### src/rtl/ptb_pkg.sv
// Purpose: Shared constants for the periodic timebase block
// Assumes: One 8-bit control register on a plain strobe port
// Notes: Tap tables hold log2 of each divide value

package ptb_pkg;

  // Bus and counter widths
  localparam int ADDR_W = 4;
  localparam int DATA_W = 8;
  localparam int CNT_W = 22;

  // Register map
  localparam logic [3:0] CTRL_OFFSET = 4'h0;
  localparam logic [7:0] CTRL_RESET = 8'h00;

  // Field positions in periodic_tick_control
  localparam int BANK_BIT = 0;
  localparam int RUN_BIT = 1;
  localparam int IE_BIT = 2;
  localparam int ACK_BIT = 3;
  localparam int TAP_LSB = 4;
  localparam int TAP_MSB = 6;
  localparam int FLAG_BIT = 7;

  // log2 of divide 32768, 8192, 2048, 128, 64, 32, 16, 8
  localparam logic [4:0] TAP_LOG_BANK0 [8] = '{5'h0F, 5'h0D, 5'h0B, 5'h07, 5'h06, 5'h05, 5'h04, 5'h03};
  // log2 of divide 4194304, 1048576, 262144, 16384, 8192, 4096, 2048, 1024
  localparam logic [4:0] TAP_LOG_BANK1 [8] = '{5'h16, 5'h14, 5'h12, 5'h0E, 5'h0D, 5'h0C, 5'h0B, 5'h0A};

  // Counter bit whose rising edge marks a rollover at the chosen tap
  function automatic logic [4:0] tapBit(input logic bank, input logic [2:0] sel);
    logic [4:0] lg;
    lg = bank ? TAP_LOG_BANK1[sel] : TAP_LOG_BANK0[sel];
    return lg - 5'h01;
  endfunction

  // Full divide value at the chosen tap
  function automatic logic [CNT_W:0] tapDivide(input logic bank, input logic [2:0] sel);
    logic [4:0] lg;
    lg = bank ? TAP_LOG_BANK1[sel] : TAP_LOG_BANK0[sel];
    return (CNT_W + 1)'(1) << lg;
  endfunction

endpackage

### src/rtl/ptb_pin_filter.sv
// Purpose: Three-stage pin synchroniser with agreement filter
// Assumes: Pins are asynchronous to ref_clk
// Notes: Output level moves only when stages two and three agree

`timescale 1ns/10ps
`default_nettype none

module ptb_pin_filter (
  input wire logic ref_clk,          // System clock
  input wire logic rst,              // Synchronous reset, active high
  input wire logic [1:0] pinIn,      // Raw asynchronous pins
  output var logic [1:0] pinLevel    // Filtered levels
);

  // One synchroniser per pin
  for (genvar i = 0; i < 2; i++) begin : g_pin
    logic s1_q, s2_q, s3_q, lvl_q, lvl_d;

    // Stage one feeds only stage two, never a gate
    always_comb begin
      lvl_d = (s2_q == s3_q) ? s3_q : lvl_q;
    end

    // Plain register chain
    always_ff @(posedge ref_clk) begin
      if (rst) begin
        s1_q <= 1'b0;
        s2_q <= 1'b0;
        s3_q <= 1'b0;
        lvl_q <= 1'b0;
      end else begin
        s1_q <= pinIn[i];
        s2_q <= s1_q;
        s3_q <= s2_q;
        lvl_q <= lvl_d;
      end
    end

    assign pinLevel[i] = lvl_q;
  end

endmodule

`default_nettype wire

### src/rtl/ptb_timebase.sv
// Purpose: Periodic timebase with selectable divider tap and rollover flag
// Assumes: Divider source clocks are far slower than ref_clk (under a quarter of its rate)
// Notes: Source clock edges are counted, the divider itself runs on ref_clk
//
// Local design decisions: the strobed register port and the register offsets.

`timescale 1ns/10ps
`default_nettype none

module ptb_timebase
  import ptb_pkg::*;
(
  input wire logic ref_clk,                // System clock, 10 MHz
  input wire logic rst,                    // Synchronous reset, active high
  input wire logic [ADDR_W-1:0] regAddr,   // Register address
  input wire logic [DATA_W-1:0] regWdata,  // Write data
  input wire logic regWr,                  // Write strobe, one cycle
  input wire logic regRd,                  // Read strobe, one cycle
  output var logic [DATA_W-1:0] regRdata,  // Read data, cycle after strobe
  input wire logic externalClock,          // External clock pin
  input wire logic internalClock,          // Internally generated clock
  input wire logic extClockGenOn,          // External clock generator enabled
  input wire logic waitMode,               // Processor in wait
  input wire logic stopMode,               // Processor in stop
  input wire logic oscKeepInStop,          // Oscillator kept on in stop
  output var logic irqReq                  // Rollover interrupt request, level
);

  // Control fields
  logic runQ, runD;
  logic ieQ, ieD;
  logic bankQ, bankD;
  logic [2:0] tapQ, tapD;
  logic flagQ, flagD;
  logic irqQ, irqD;
  logic [DATA_W-1:0] rdataQ, rdataD;

  // Divider state
  logic [CNT_W-1:0] cntQ, cntD;
  logic [CNT_W-1:0] cntInc;
  logic srcPrevQ, srcPrevD;
  logic [1:0] pinLevel;
  logic srcLevel;
  logic srcTick;
  logic countOk;
  logic rollEv;
  logic [4:0] rollBit;

  // Bus decode
  logic accessOk;
  logic ctrlSel;
  logic ctrlWr;
  logic ackWr;

  // Both clocks come from outside ref_clk, so each is filtered first
  ptb_pin_filter u_pins (
    .ref_clk(ref_clk),
    .rst(rst),
    .pinIn({externalClock, internalClock}),
    .pinLevel(pinLevel)
  );

  // Source select and edge detect; a mux switch may cost one stray tick
  always_comb begin
    srcLevel = extClockGenOn ? pinLevel[1] : pinLevel[0];
    srcTick = srcLevel & ~srcPrevQ;
    srcPrevD = srcLevel;
  end

  // Bus access is shut off in both low power modes
  always_comb begin
    accessOk = ~waitMode & ~stopMode;
    ctrlSel = (regAddr == CTRL_OFFSET);
    ctrlWr = regWr & ctrlSel & accessOk;
    ackWr = ctrlWr & regWdata[ACK_BIT];
  end

  // Divider runs unless stop mode has taken the oscillator away
  always_comb begin
    countOk = runQ & (~stopMode | oscKeepInStop);
    cntInc = cntQ + CNT_W'(1);
    rollBit = tapBit(bankQ, tapQ);
    // Rising edge of the tap bit gives half period first, full after
    rollEv = srcTick & countOk & ~cntQ[rollBit] & cntInc[rollBit];
  end

  // Counter next value
  always_comb begin
    if (!runQ) begin
      cntD = '0;
    end else if (srcTick && countOk) begin
      cntD = cntInc;
    end else begin
      cntD = cntQ;
    end
  end

  // Control register next values; tap is not guarded, software keeps it still
  always_comb begin
    runD = runQ;
    ieD = ieQ;
    bankD = bankQ;
    tapD = tapQ;
    if (ctrlWr) begin
      runD = regWdata[RUN_BIT];
      ieD = regWdata[IE_BIT];
      bankD = regWdata[BANK_BIT];
      tapD = regWdata[TAP_MSB:TAP_LSB];
    end
  end

  // Flag: a rollover in the acknowledge cycle wins over the clear
  always_comb begin
    flagD = rollEv | (flagQ & ~ackWr);
    irqD = flagD & ieD;
  end

  // Read data; acknowledge reads as zero, unmapped or blocked reads zero
  always_comb begin
    rdataD = '0;
    if (regRd && ctrlSel && accessOk) begin
      rdataD[FLAG_BIT] = flagQ;
      rdataD[TAP_MSB:TAP_LSB] = tapQ;
      rdataD[ACK_BIT] = 1'b0;
      rdataD[IE_BIT] = ieQ;
      rdataD[RUN_BIT] = runQ;
      rdataD[BANK_BIT] = bankQ;
    end
  end

  // State registers
  always_ff @(posedge ref_clk) begin
    if (rst) begin
      runQ <= CTRL_RESET[RUN_BIT];
      ieQ <= CTRL_RESET[IE_BIT];
      bankQ <= CTRL_RESET[BANK_BIT];
      tapQ <= CTRL_RESET[TAP_MSB:TAP_LSB];
      flagQ <= CTRL_RESET[FLAG_BIT];
      irqQ <= 1'b0;
      rdataQ <= '0;
      cntQ <= '0;
      srcPrevQ <= 1'b0;
    end else begin
      runQ <= runD;
      ieQ <= ieD;
      bankQ <= bankD;
      tapQ <= tapD;
      flagQ <= flagD;
      irqQ <= irqD;
      rdataQ <= rdataD;
      cntQ <= cntD;
      srcPrevQ <= srcPrevD;
    end
  end

  assign regRdata = rdataQ;
  assign irqReq = irqQ;

  // Helper: source ticks since the last rollover or since run was set
  logic [CNT_W:0] sinceQ, sinceD;
  logic seenQ, seenD;
  logic [CNT_W:0] divNow;

  // Helper next values
  always_comb begin
    divNow = tapDivide(bankQ, tapQ);
    sinceD = sinceQ;
    seenD = seenQ;
    if (!runQ) begin
      sinceD = '0;
      seenD = 1'b0;
    end else if (rollEv) begin
      sinceD = '0;
      seenD = 1'b1;
    end else if (srcTick && countOk) begin
      sinceD = sinceQ + (CNT_W + 1)'(1);
    end
  end

  // Helper registers
  always_ff @(posedge ref_clk) begin
    if (rst) begin
      sinceQ <= '0;
      seenQ <= 1'b0;
    end else begin
      sinceQ <= sinceD;
      seenQ <= seenD;
    end
  end
endmodule

`default_nettype wire

### config.mk
export PLATFORM = sky130hd
export DESIGN_NAME = ptb_timebase
export DESIGN_NICKNAME = d
export VERILOG_FILES = /design/src/rtl/ptb_pkg.sv /design/src/rtl/ptb_pin_filter.sv /design/src/rtl/ptb_timebase.sv
export SDC_FILE = /design/constraint.sdc
export NUM_CORES = 1
export LEC_CHECK = 0
export BUFFER_PORTS_ARGS = -buffer_cell sky130_fd_sc_hd__buf_2
export CAP_MARGIN = 10
export CORE_ASPECT_RATIO = 2
export CORE_MARGIN = 5
export CORE_UTILIZATION = 30
export DETAILED_ROUTE_END_ITERATION = 6
export SYNTH_ARGS = -nofsm -noshare
export SYNTH_HDL_FRONTEND = slang
export SYNTH_SLANG_ARGS = --single-unit
### constraint.sdc
create_clock -name ref_clk -period 4 [get_ports ref_clk]
set_input_delay 0.4 -clock ref_clk [delete_from_list [all_inputs] [get_ports ref_clk]]
set_output_delay 0.4 -clock ref_clk [all_outputs]
set_load 0.005 [all_outputs]
# Word-level counts from Yosys, hierarchy flattened
# Memory sizes are Yosys's and may differ from the RTL's.
# Index checks and enable logic that the tools add are counted.
# totals
register_bits	47
input_bits	22
mem_bits_ro	80
memories	2
wordCells	64
output_inout_bits	9
# op_classes
n_bitwise	21
muxes	11
eq_ne	2
n_lt_le_gt_ge	2
add_sub_neg	2
n_reduce_logical	6
# memory_table
name	words	word_bits	read_ports	rd_ports_with_merged_regs	wr	line_no	source
(no name shown)	8	5	1	0	0	ptb_pkg.sv:40	lg = bank ? TAP_LOG_BANK1[sel] : TAP_LOG_BANK0[sel];
(no name shown)	8	5	1	0	0	ptb_pkg.sv:40	
# ops
op	n
$mux 5	5
$add 22x1->22 const B	1
$and 1x1->1	11
$bmux 1 s5	2
$not 1->1	7
$lt 5x6->1 const B	1
$sub 5x1->5 const B	1
$ge 4x4->1 const B	1
$logic_not 4->1	1
$mux 1	4
$not 3->4	1
$reduce_or 2->1	2
$logic_and 1x1->1	3
$eq 1x1->1	2
$or 1x1->1	2

# Longest topological paths before layout
# Gate-level depths: netlist of run 1.
# logic_depth
ltp_word	13
mapped_depth	15
depth_no_buf	12

# By module
# From an unflattened synthesis of run 1, not the netlist that was laid out.
# hier_totals
hier_cells	295
hier_area_um2	2562.5
# by_module_without_submodules
module	n_inst	cells_each	seq_area_each_um2	area_each_um2
ptb_timebase	1	273	760.7	2319.7
ptb_pin_filter	1	22	160.2	242.7

# Worst setup path before layout of run 1
# No wires, ideal clock.
# synth_path
path_kind	flip-flop to flip-flop
startpoint	register tapQ[0]
endpoint	register irqQ (netlist: irqReq)
stages_incl_launch_ff	15
t_required_ps	3926
slack_ps	1000
period_less_slack_ps	3000
path_buffers	3
t_arrival_ps	2926
setup_time_ps	74
cell_sequence	dfxtp_1 > nand2b_1 > xor2_2 > inv_1 > buf_2 > ha_1 > clkbuf_1 > clkbuf_1 > nand2_1 > o311ai_0 > o41ai_1 > a41o_2 > a41oi_1 > nand4_1 > o21ai_0
# synth_via
elab_chain_cells	13
elab_cells_between_ends	18
cone_classes	1 x add/sub; 9 x mux; 6 x bitwise; 2 x memory
# synth_rtl
element	line_no	source
from (decl)	ptb_timebase.sv:33	logic [2:0] tapQ, tapD;
from (signal assigned)	ptb_timebase.sv:137	tapQ <= CTRL_RESET[TAP_MSB:TAP_LSB];
from (signal assigned)	ptb_timebase.sv:147	tapQ <= tapD;
$not 3->4 (*)	n/a	
$mem_v2 8x5	n/a	
$mux 5 (2 in a row)	n/a	
$mux 5 (*)	n/a	
$sub 5x1->5 (*)	ptb_pkg.sv:34	return lg - 5'h01;
$bmux 1 s5	ptb_timebase.sv:84	rollEv = srcTick & countOk & ~cntQ[rollBit] & cntInc[rollBit];
$mux 1 (implied by the code)	ptb_timebase.sv:84	
$not 1->1	ptb_timebase.sv:84	
$and 1x1->1	ptb_timebase.sv:84	
$and 1x1->1 (*)	ptb_timebase.sv:84	
$or 1x1->1 (*)	ptb_timebase.sv:114	flagD = rollEv | (flagQ & ~ackWr);
$and 1x1->1 (*)	ptb_timebase.sv:115	irqD = flagD & ieD;
to (signal assigned)	ptb_timebase.sv:149	irqQ <= irqD;
to (decl)	ptb_timebase.sv:35	logic irqQ, irqD;
# Mark *: on every way between the ends. The rest lies on a longest branch, timed or not. The select of a mux whose other input is x is not followed.
# A chain may end at the register's enable or synchronous reset.

# Final worst setup path of run 1
# Ends and elaborated chain as after synthesis.

==> summary.md, run 1 <==
| Metric | Value |
|---|---|
| Status | complete, no violations |
| Mapped Avg Cell Area | 8.538 um^2 |
| Tcrit/Tclk final | 82.98% |
| Worst hold stages | 2 |
| Mapped cell area | 2613 um^2 |
| Yosys top cell by area | dfxtp_1 |
| First-pass GRT wire length | 10240 um |
| Max VDD drop | 0.1772 mV |
| Antenna violations before repair | 0 |
| Worst min-delay path class | primary input to register |
| Fraction of registers with async set/reset | 0% |
| GRT Residual Overflow | 0 |
| Maximum buffer depth of the clock tree | 2 |
| PortBufs | 28 |
| Detailed Route Iter0 Violations | 105 |
| Crit start category | register |
| R2r endpoint | irqReq |
| Drt first pass iters | 4 |
| Synth cell types | 61 |
| Number of remaining DRC errors | 0 |
| H-tree depth | 2 |
| Worst Path Arrival | 3540 ps |
| Reg-to-reg slack, setup | 680 ps |
| Core area | 8588 um^2 |
| CP Capture Type | register |
| Critical path type | register to register |
| Period minus WS final | 3319 ps |
| All-layer global routing usage | 11.34% |
| Area growth, synth to finish | 14.42% |
| Crit path from | tapQ[0] |
| Max stage delay on crit path | 650 ps |
| Final Hold Fails | 0 |
| Max-slew headroom | 38.72% |
| Post-synth top cells | dfxtp_1, nor2_1, nand2_1 |
| RSZ-0062 raised after global routing | no |
| Die area | 10790 um^2 |
| Chip Width | 75.99 um |
| Largest net degree at the start of global routing | 23 |
| Post-synth EDFFs | 0 |
| Worst hold margin | 314.9 ps |
| Worst Tran Pin Value | 916.9 ps |
| Cell Rows | 48 |
| TritonCTS Buffers | 5 |
| Post-cts sizing count | 0 |
| Slowest CP cell | ha_1 |
| Most frequent cell on the critical path | ha_1 |
| Average wire per standard cell | 14.13 um |
| Leakage | 0.001120 uW |
| Synth top area share | 35.25% |
| Worst-Skew Late Latency | 290 ps |
| Antenna diode count | 0 |
| Synth Warn # | 0 |
| Boundary pin count | 31 |
| Fmax | 0.3013 GHz |
| Nets | 354 |
| Sum Neg Setup Slack | 0 ps |
| CTS Hold Buffers Added | 0 |
| Detail Placement HPWL | 4585 um |
| ANT nets after route | 0 |
| Register-to-Register Path Depth | 12 |
| CTS tree | yes |
| CTS clk-pin slew, worst paths | 70 ps |
| Layout cells sized above 1 | 16.46% |
| Main area contributors after synthesis | dfxtp_1, mux2i_1, nor2_1 |
| Seq/Total Area, Yosys | 35.25% |
| Setup Fix Bufs, Post-CTS | 0 |
| Worst hold start | internalClock |
| Vias | 2239 |
| Setup violators final | 0 |
| Number of vias per cell | 5.231 |
| Total Wirelength | 6049 um |
| Crit path cell chain | inv_1, ha_1, mux2i_1, mux2_2, ha_1, nand2_1, o41ai_1, a31oi_1, a2111oi_0, a211o_1, o211ai_1, o21ai_0 |
| Die Span Y | 142.0 um |
| CTS sink count | 46 |
| Number of max-slew violations in the final report | 0 |
| Hold EP | u_pins.g_pin[0].s1_q |
| Synth Instances | 306 |
| Tot Pwr | 970.8 uW |
| Top FF cell, synth | dfxtp_1 |
| Gp weighted congestion | 0.8205 |
| Worst Path Max Fanout | 18 |
| CTS root buf | clkbuf_16 |
| Initial Util | 30.42% |
| Vias in the first global route | 2230 |
| Reg2Reg Launch Point | tapQ[0] |
| CP required | 4220 ps |
| FF+latch count, synth | 46 |
| Setup Skew | 2.155 ps |
| Syn_nets | 333 |
| Cell with the most instances after synthesis | dfxtp_1 |
| Power per cell area | 324.8 nW/um^2 |
| Max Cap Viol | 0 |
[area by class of cell]
class / instances / area [um^2]
multi-input combinational: 231 / 1563
inverter: 11 / 41.29
timing repair buffer: 32 / 170.2
clock buffer: 5 / 125.1
sequential: 46 / 920.9
fill: 885 / 5599
tap: 100 / 125.1
clock inverter: 3 / 43.79
[placed cells by master (no fill, tap or decap), types with 2 or more instances in the layout]
| cell | n |
|---|---|
| xor2_1 | 11 |
| nor3_1 | 9 |
| nor3b_1 | 3 |
| mux2i_1 | 18 |
| nand3_1 | 9 |
| a31oi_1 | 3 |
| nor2b_1 | 9 |
| o311ai_0 | 2 |
| or3_1 | 3 |
| and2_1 | 7 |
| dfxtp_1 | 46 |
| mux2_2 | 3 |
| nor4_1 | 4 |
| nand4_1 | 10 |
| o41ai_1 | 2 |
| inv_1 | 11 |
| clkbuf_16 | 5 |
| buf_4 | 4 |
| nand2_1 | 22 |
| a21oi_1 | 11 |
| o21ai_0 | 11 |
| nor2_1 | 37 |
| buf_2 | 28 |
| a21o_1 | 2 |
| nor4_4 | 2 |
| a211oi_1 | 2 |
| xnor2_1 | 12 |
| nand4b_1 | 2 |
| ha_1 | 5 |
| nand2b_1 | 3 |
[stage by stage]
stage / cell area, um^2 / worst slack, ps / util [%] / cells
5_1_grt: 2989 / 322.9 / 34.80 / 428
2_1_floorplan: 2613 / 999.6 / - / 306
6_report: 2989 / 680.8 / 34.80 / 428
3_3_place_gp: 2820 / 828.6 / 32.84 / 420
3_5_place_dp: 2820 / 704.9 / 32.84 / 420
4_1_cts: 2989 / 681.7 / 34.80 / 428
[where the power goes]
part | switching (uW) | internal (uW) | leakage, uW
logic | 11.3 | 12.2 | 0.000665
registers | 1.22 | 461 | 0.000371
clock network | 189 | 296 | 0.0000842
total | 202 | 769 | 0.00112
[registers in the layout (all words and copies together) (netlist names)]
register,cells
ieQ,1
u_pins.g_pin.lvl_q,2
irqReq,1
cntQ,22
tapQ,3
flagQ,1
srcPrevQ,1
bankQ,1
u_pins.g_pin.s1_q,2
u_pins.g_pin.s2_q,2
u_pins.g_pin.s3_q,2
regRdata,7
runQ,1
[cell families after synthesis]
family                   count (synthesis)  share of synthesized area [%]
adder cells (fa/ha/maj)                  5                          2.395
flip-flops                              46                          35.25
AO/OA/AOI/OAI                           48                          12.45
other                                    1                         0.1435
XOR/XNOR                                24                          8.333
buffers and inverters                   29                          4.933
multiplexers                            22                          9.051
AND/OR/NAND/NOR                        131                          27.44
[critical path, delay by kind of cell, from the launching register on]
family | cells | cell delay (ps)
compound gates | 6 | 1280
fa+ha+maj | 2 | 960
buf+inv | 1 | 80
flops | 1 | 460
mux | 2 | 360
simple gates | 1 | 100
[metal layers]
metal	vias up	GRT usage [%]	wire length [um]
li1	1120	-	-
met1	1056	10.64	2213
met2	51	22.20	3396
met3	12	1.774	221
met4	0	6.942	218
met5	-	0	0
[worst max-delay path by stage]
stage / end
3_3_place_gp: irqReq
3_5_place_dp: irqReq
5_1_grt: irqReq
2_1_floorplan: irqReq
4_1_cts: irqReq
6_report: irqReq
(Power assumes the default switching activity.)
==> run 2: changes to the inputs <==
Clock period 4 ns to 3.3 ns, I/O delays scaled along.
==> summary.md, run 2 (synthesis gave the netlist of run 1 again) <==
| Metric | Value |
|---|---|
| Commonest cells after routing, fill and taps aside | dfxtp_1, nor2_1, buf_2 (unchanged) |
| Gp weighted congestion | 0.8267 (was 0.8205) |
| CP required | 3470 ps (was 4220 ps) |
| Boundary pin count | 31 (unchanged) |
| CP Capture Point | irqReq (unchanged) |
| Reg-to-reg slack, setup | 430 ps (was 680 ps) |
| Setup Fix Bufs, Post-CTS | 0 (unchanged) |
| First-pass GRT wire length | 10520 um (was 10240 um) |
| Reg2Reg Launch Point | tapQ[1] (was tapQ[0]) |
| Slowest CP cell | o31ai_1 (was ha_1) |
| Initial Util | 30.42% (unchanged) |
| Non-filler cells, final | 431 (was 428) |
| Setup Skew | 4.455 ps (was 2.155 ps) |
| Crit path cell chain | ha_1, mux2i_1, mux2_2, ha_1, nand2_1, o31ai_1, a311oi_1, a211o_1, o211ai_1, o21ai_0 (was inv_1, ha_1, mux2i_1, mux2_2, ha_1, nand2_1, o41ai_1, a31oi_1, a2111oi_0, a211o_1, o211ai_1, o21ai_0) |
| Antenna diode count | 0 (unchanged) |
| TritonCTS Buffers | 5 (unchanged) |
| Die Span Y | 142.0 um (unchanged) |
| Core area | 8588 um^2 (unchanged) |
| Crit start category | register (unchanged) |
| Detail Placement HPWL | 4651 um (was 4585 um) |
| Average wire per standard cell | 14.04 um (was 14.13 um) |
| Number of max-slew violations in the final report | 0 (unchanged) |
| CTS clk-pin slew, worst paths | 70 ps (about the same) |
| Worst min-delay path class | primary input to register (unchanged) |
| Net Sw Power | 244.9 uW (was 202.0 uW) |
| Top reg by flops | cntQ (unchanged) |
| Status | complete, no violations (unchanged) |
| R2r endpoint | irqReq (unchanged) |
| Max Cap Viol | 0 (unchanged) |
| Area growth, synth to finish | 14.51% (was 14.42%) |
| Antenna violations before repair | 0 (unchanged) |
| Number of vias per cell | 5.232 (was 5.231) |
| CP delay by family, top | compound AO/OA/AOI/OAI gates (unchanged) |
| Leakage | 0.001116 uW (was 0.001120 uW) |
| GRT Residual Overflow | 0 (unchanged) |
| Cell Rows | 48 (unchanged) |
| Worst Path Max Fanout | 7 (was 18) |
| Post-cts sizing count | 0 (unchanged) |
| Post-Place Cells | 423 (was 420) |
| Total Wirelength | 6053 um (was 6049 um) |
| All-layer global routing usage | 11.72% (was 11.34%) |
| Final Hold Fails | 0 (unchanged) |
| RSZ-0062 raised after global routing | no (unchanged) |
| Vias in the first global route | 2306 (was 2230) |
| CTS sink count | 46 (unchanged) |
| Max VDD drop | 0.1796 mV (was 0.1772 mV) |
| Sum Neg Setup Slack | 0 ps (unchanged) |
| Internal | 856.5 uW (was 768.8 uW) |
| Largest register FFs | 22 (unchanged) |
| Largest net degree at the start of global routing | 23 (unchanged) |
| Drt first pass iters | 4 (unchanged) |
| Number of remaining DRC errors | 0 (unchanged) |
| Crit path from | tapQ[1] (was tapQ[0]) |
| Nets | 357 (was 354) |
| Fmax | 0.3487 GHz (was 0.3013 GHz) |
| Most common cell after layout, fill and taps aside | dfxtp_1 (unchanged) |
| WP depth | 10 (was 12) |
| Vias | 2255 (was 2239) |
| CP Capture Type | register (unchanged) |
| Worst Tran Pin Value | 933.3 ps (was 916.9 ps) |
| Maximum buffer depth of the clock tree | 2 (unchanged) |
| Clk pwr share | 46.6% (was 50.0%) |
| Critical path type | register to register (unchanged) |
| Worst path bufs/invs | 0 (was 1) |
| H-tree depth | 2 (unchanged) |
| PortBufs | 28 (unchanged) |
| Max stage delay on crit path | 660 ps (was 650 ps) |
| Detailed Route Iter0 Violations | 68 (was 105) |
| Seq pwr share | 50.8% (was 47.6%) |
| Worst-Skew Late Latency | 290 ps (about the same) |
| Period minus WS final | 2868 ps (was 3319 ps) |
| Tot Pwr | 1101 uW (was 970.8 uW) |
| Max-slew headroom | 37.62% (was 38.72%) |
| Logic pwr share | 2.6% (was 2.4%) |
| Worst Path Arrival | 3040 ps (was 3540 ps) |
| Register-to-Register Path Depth | 10 (was 12) |
| CTS Hold Buffers Added | 0 (unchanged) |
| Setup violators final | 0 (unchanged) |
| Sw Share | 22.24% (was 20.81%) |
| Tcrit/Tclk final | 86.90% (was 82.98%) |
| Power per cell area | 368.2 nW/um^2 (was 324.8 nW/um^2) |
| CTS root buf | clkbuf_16 (unchanged) |
| Chip Width | 75.99 um (unchanged) |
| ANT nets after route | 0 (unchanged) |
| Layout cells sized above 1 | 17.22% (was 16.46%) |
| CTS tree | yes (unchanged) |
| Most frequent cell on the critical path | ha_1 (unchanged) |
| Die area | 10790 um^2 (unchanged) |
[run 2: worst min-delay path by stage]
stage	endpoint	from	cells past startpoint	slack (ps)
after floorplan	u_pins.g_pin[0].s2_q	u_pins.g_pin[0].s1_q	1	410
after global placement	u_pins.g_pin[1].s2_q	u_pins.g_pin[1].s1_q	1	430
after detailed placement	u_pins.g_pin[1].s2_q	u_pins.g_pin[1].s1_q	1	430
after CTS	u_pins.g_pin[0].s1_q	internalClock	2	240
after global routing	u_pins.g_pin[1].s1_q	externalClock	2	260
final	u_pins.g_pin[0].s1_q	internalClock	2	250
[run 2: through the flow]
step           util, %  cell area (um^2)  setup WS (ps)  hold slack [ps]
6_report         34.83              2992          432.4            246.2
5_1_grt          34.83              2992          217.0            261.5
4_1_cts          34.83              2992          422.2            242.0
3_5_place_dp     33.10              2843          438.5            427.6
3_3_place_gp     33.10              2843          490.6            426.7
2_1_floorplan        -              2613          299.6            413.8
[run 2: routing by layer]
layer,wire [um],vias up,track usage (%)
met1,2170,1061,10.43
met2,3459,50,23.46
met3,196,12,2.028
li1,-,1132,-
met4,227,0,7.223
met5,0,-,0
[run 2: final cells by class]
cell class | instances | area [um^2]
tap | 100 | 125.1
inverter | 11 | 41.29
clock buffer | 5 | 125.1
clock inverter | 3 | 23.77
fill | 884 | 5597
sequential | 46 | 920.9
multi-input combinational | 231 | 1563
timing repair buffer | 35 | 192.7
[run 2: power groups by stage]
stage               Clock [uW]  Combinational (uW)  Sequential, uW
finish                     513                28.5             560
global route               558                32.2             560
CTS                        529                28.9             560
floorplan                    0                15.2             572
global placement             0                28.2             572
detailed placement           0                28.8             573
==> run 3: changes to the inputs <==
Settings changed: ABC_AREA set to 1, CORE_UTILIZATION 30 to 50, PLACE_DENSITY set to 0.7.
==> summary.md, run 3 <==
| Metric | Value |
|---|---|
| Critical path type | register to register (unchanged) |
| Yosys top cell by area | dfxtp_1 (unchanged) |
| CP delay by family, top | adder cells (was compound AO/OA/AOI/OAI gates) |
| Gp weighted congestion | 0.9552 (was 0.8267) |
| First-pass GRT wire length | 11990 um (was 10520 um) |
| Slowest CP cell | dfxtp_1 (was o31ai_1) |
| H-tree depth | 2 (unchanged) |
| Seq/Total Area, Yosys | 32.99% (was 35.25%) |
| TritonCTS Buffers | 5 (unchanged) |
| Synth Warn # | 0 (unchanged) |
| Max Cap Viol | 0 (unchanged) |
| Mapped Avg Cell Area | 6.432 um^2 (was 8.538 um^2) |
| Post-synth top cells | nand2_1, inv_1, nor2_1 (was dfxtp_1, nor2_1, nand2_1) |
| CP Capture Type | register (unchanged) |
| Met1 WL | 2615 um (was 2170 um) |
| Worst Path Max Fanout | 9 (was 7) |
| Worst hold stages | 3 (was 2) |
| Reg-to-reg slack, setup | 750 ps (was 430 ps) |
| Setup Fix Bufs, Post-CTS | 0 (unchanged) |
| WP depth | 16 (was 10) |
| Largest net degree at the start of global routing | 27 (was 23) |
| Non-filler cells, final | 520 (was 431) |
| Register-to-Register Path Depth | 16 (was 10) |
| Detailed Route Iter0 Violations | 123 (was 68) |
| Reg2Reg Launch Point | tapQ[0] (was tapQ[1]) |
| Tcrit/Tclk final | 77.21% (was 86.90%) |
| CTS Hold Buffers Added | 0 (unchanged) |
| R2r endpoint | irqReq (unchanged) |
| Worst Path Arrival | 2780 ps (was 3040 ps) |
| FF+latch count, synth | 46 (unchanged) |
| Detail Placement HPWL | 5655 um (was 4651 um) |
| Initial Util | 51.50% (was 30.42%) |
| CTS root buf | clkbuf_8 (was clkbuf_16) |
| Antenna diode count | 0 (unchanged) |
| Layout cells sized above 1 | 13.70% (was 17.22%) |
| Synth Instances | 434 (was 306) |
| Top sig layer | met4 (unchanged) |
| ANT nets after route | 0 (unchanged) |
| Cell Rows | 38 (was 48) |
| Final Hold Fails | 0 (unchanged) |
| Fmax | 0.3925 GHz (was 0.3487 GHz) |
| Drt first pass iters | 4 (unchanged) |
| Synth cell types | 32 (was 61) |
| Top reg by flops | cntQ (unchanged) |
| RSZ-0062 raised after global routing | no (unchanged) |
| Average wire per standard cell | 13.84 um (was 14.04 um) |
| Worst min-delay path class | primary input to register (unchanged) |
| Power per cell area | 339.8 nW/um^2 (was 368.2 nW/um^2) |
| Total Wirelength | 7198 um (was 6053 um) |
| Status | complete, no violations (unchanged) |
| Worst path bufs/invs | 3 (was 0) |
| Period minus WS final | 2548 ps (was 2868 ps) |
| Crit path cell chain | inv_1, ha_1, o21ai_1, nand2_1, nand2_1, ha_1, inv_1, buf_4, a21oi_1, o21ai_0, nand3_1, nand3_1, nand2_1, a21oi_2, nand3_1, a21oi_1 (was ha_1, mux2i_1, mux2_2, ha_1, nand2_1, o31ai_1, a311oi_1, a211o_1, o211ai_1, o21ai_0) |
| Vias in the first global route | 2696 (was 2306) |
| Commonest cells after routing, fill and taps aside | nand2_1, inv_1, nor2_1 (was dfxtp_1, nor2_1, buf_2) |
| Antenna violations before repair | 0 (unchanged) |
| Chip Width | 62.84 um (was 75.99 um) |
| Leakage | 0.001265 uW (was 0.001116 uW) |
| Setup Skew | 10.17 ps (was 4.455 ps) |
| Number of vias per cell | 5.448 (was 5.232) |
| Largest register FFs | 22 (unchanged) |
| Max stage delay on crit path | 370 ps (was 660 ps) |
| Sum Neg Setup Slack | 0 ps (unchanged) |
| Synth top area share | 32.99% (was 35.25%) |
| Number of remaining DRC errors | 0 (unchanged) |
| Setup violators final | 0 (unchanged) |
| Max VDD drop | 0.3895 mV (was 0.1796 mV) |
| CTS clk-pin slew, worst paths | 90 ps (was 70 ps) |
| All-layer global routing usage | 20.77% (was 11.72%) |
| Area growth, synth to finish | 9.727% (was 14.51%) |
| Fraction of registers with async set/reset | 0% (unchanged) |
| GRT Residual Overflow | 0 (unchanged) |
| Layout fillers | 581 (was 884) |
| Die Span Y | 115.7 um (was 142.0 um) |
| Post-Place Cells | 512 (was 423) |
| CTS tree | yes (unchanged) |
| Post-synth EDFFs | 0 (unchanged) |
| Post-cts sizing count | 0 (unchanged) |
| Crit start category | register (unchanged) |
| CTS sink count | 46 (unchanged) |
| Number of max-slew violations in the final report | 0 (unchanged) |
| Mapped cell area | 2791 um^2 (was 2613 um^2) |
| Top FF cell, synth | dfxtp_1 (unchanged) |
| Met2 WL | 3884 um (was 3459 um) |
| Nets | 486 (was 357) |
| Worst-Skew Late Latency | 310 ps (was 290 ps) |
| Maximum buffer depth of the clock tree | 2 (unchanged) |
| Most common cell after layout, fill and taps aside | nand2_1 (was dfxtp_1) |
| DR WL met3 | 248 um (was 196 um) |
| Main area contributors after synthesis | dfxtp_1, nand2_1, nand3_1 (was dfxtp_1, mux2i_1, nor2_1) |
| Worst hold start | externalClock (was internalClock) |
| Boundary pin count | 31 (unchanged) |
| PortBufs | 28 (unchanged) |
| CP required | 3540 ps (was 3470 ps) |
| Cell with the most instances after synthesis | nand2_1 (was dfxtp_1) |
| Hold EP | u_pins.g_pin[1].s1_q (was u_pins.g_pin[0].s1_q) |
| Syn_nets | 461 (was 333) |
| Vias | 2833 (was 2255) |
| Core area | 5420 um^2 (was 8588 um^2) |
| Die area | 7268 um^2 (was 10790 um^2) |
## run 3: cell families (layout without fill, tap and decap cells)
| kind of cell | Yosys count | count (layout) | share of synthesized area, % |
|---|---|---|---|
| compound gates | 72 | 72 | 14.66 |
| simple gates | 231 | 231 | 37.34 |
| xor+xnor | 4 | 4 | 1.255 |
| other cells | 1 | 1 | 0.1343 |
| fa+ha+maj | 5 | 5 | 2.241 |
| flops | 46 | 46 | 32.99 |
| buf+inv | 75 | 101 | 11.38 |
## run 3: worst max-delay path by stage
stage,endpoint,startpoint
2_1_floorplan,flagQ,tapQ[0]
3_3_place_gp,flagQ,tapQ[0]
3_5_place_dp,irqReq,tapQ[0]
4_1_cts,irqReq,tapQ[0]
5_1_grt,irqReq,tapQ[0]
6_report,irqReq,tapQ[0]
## run 3: area by class of cell
type | count | area (um^2) | area share (%)
Timing Repair Buffer | 32 | 170.2 | 5.556
Multi-Input combinational cell | 313 | 1553 | 50.69
Tap cell | 60 | 75.07 | 2.451
Clock buffer | 5 | 68.82 | 2.247
Sequential cell | 46 | 920.9 | 30.07
Inverter | 61 | 231.5 | 7.557
Clock inverter | 3 | 43.79 | 1.430
## run 3: report_power, final
group          switching, uW  leakage (uW)  internal [uW]
combinational           25.1      0.000835           18.2
sequential              2.09      0.000372            559
clock                    209     0.0000585            227
## run 3: layer usage
metal	vias up	global-route usage [%]
li1	1461	-
met1	1272	18.87
met2	71	40.37
met3	29	3.201
met4	0	15.01
met5	-	0
## run 3: per-stage QoR
stage          cell area [um^2]  hold WS [ps]  power, uW  setup slack, ps  util (%)
2_1_floorplan              2791         388.3      600.0            988.3         -
3_3_place_gp               2950         388.6      616.1            838.2     54.43
3_5_place_dp               2950         401.0      617.2            768.5     54.43
4_1_cts                    3063         215.5       1054            742.3     56.51
5_1_grt                    3063         243.1       1077            398.8     56.51
6_report                   3063         223.3       1041            752.0     56.51
## run 3: tightest hold or removal path, delay by kind of cell
family                 cells  cell delay (ps)
buffers and inverters      2              130
and+or+nand+nor            1               30
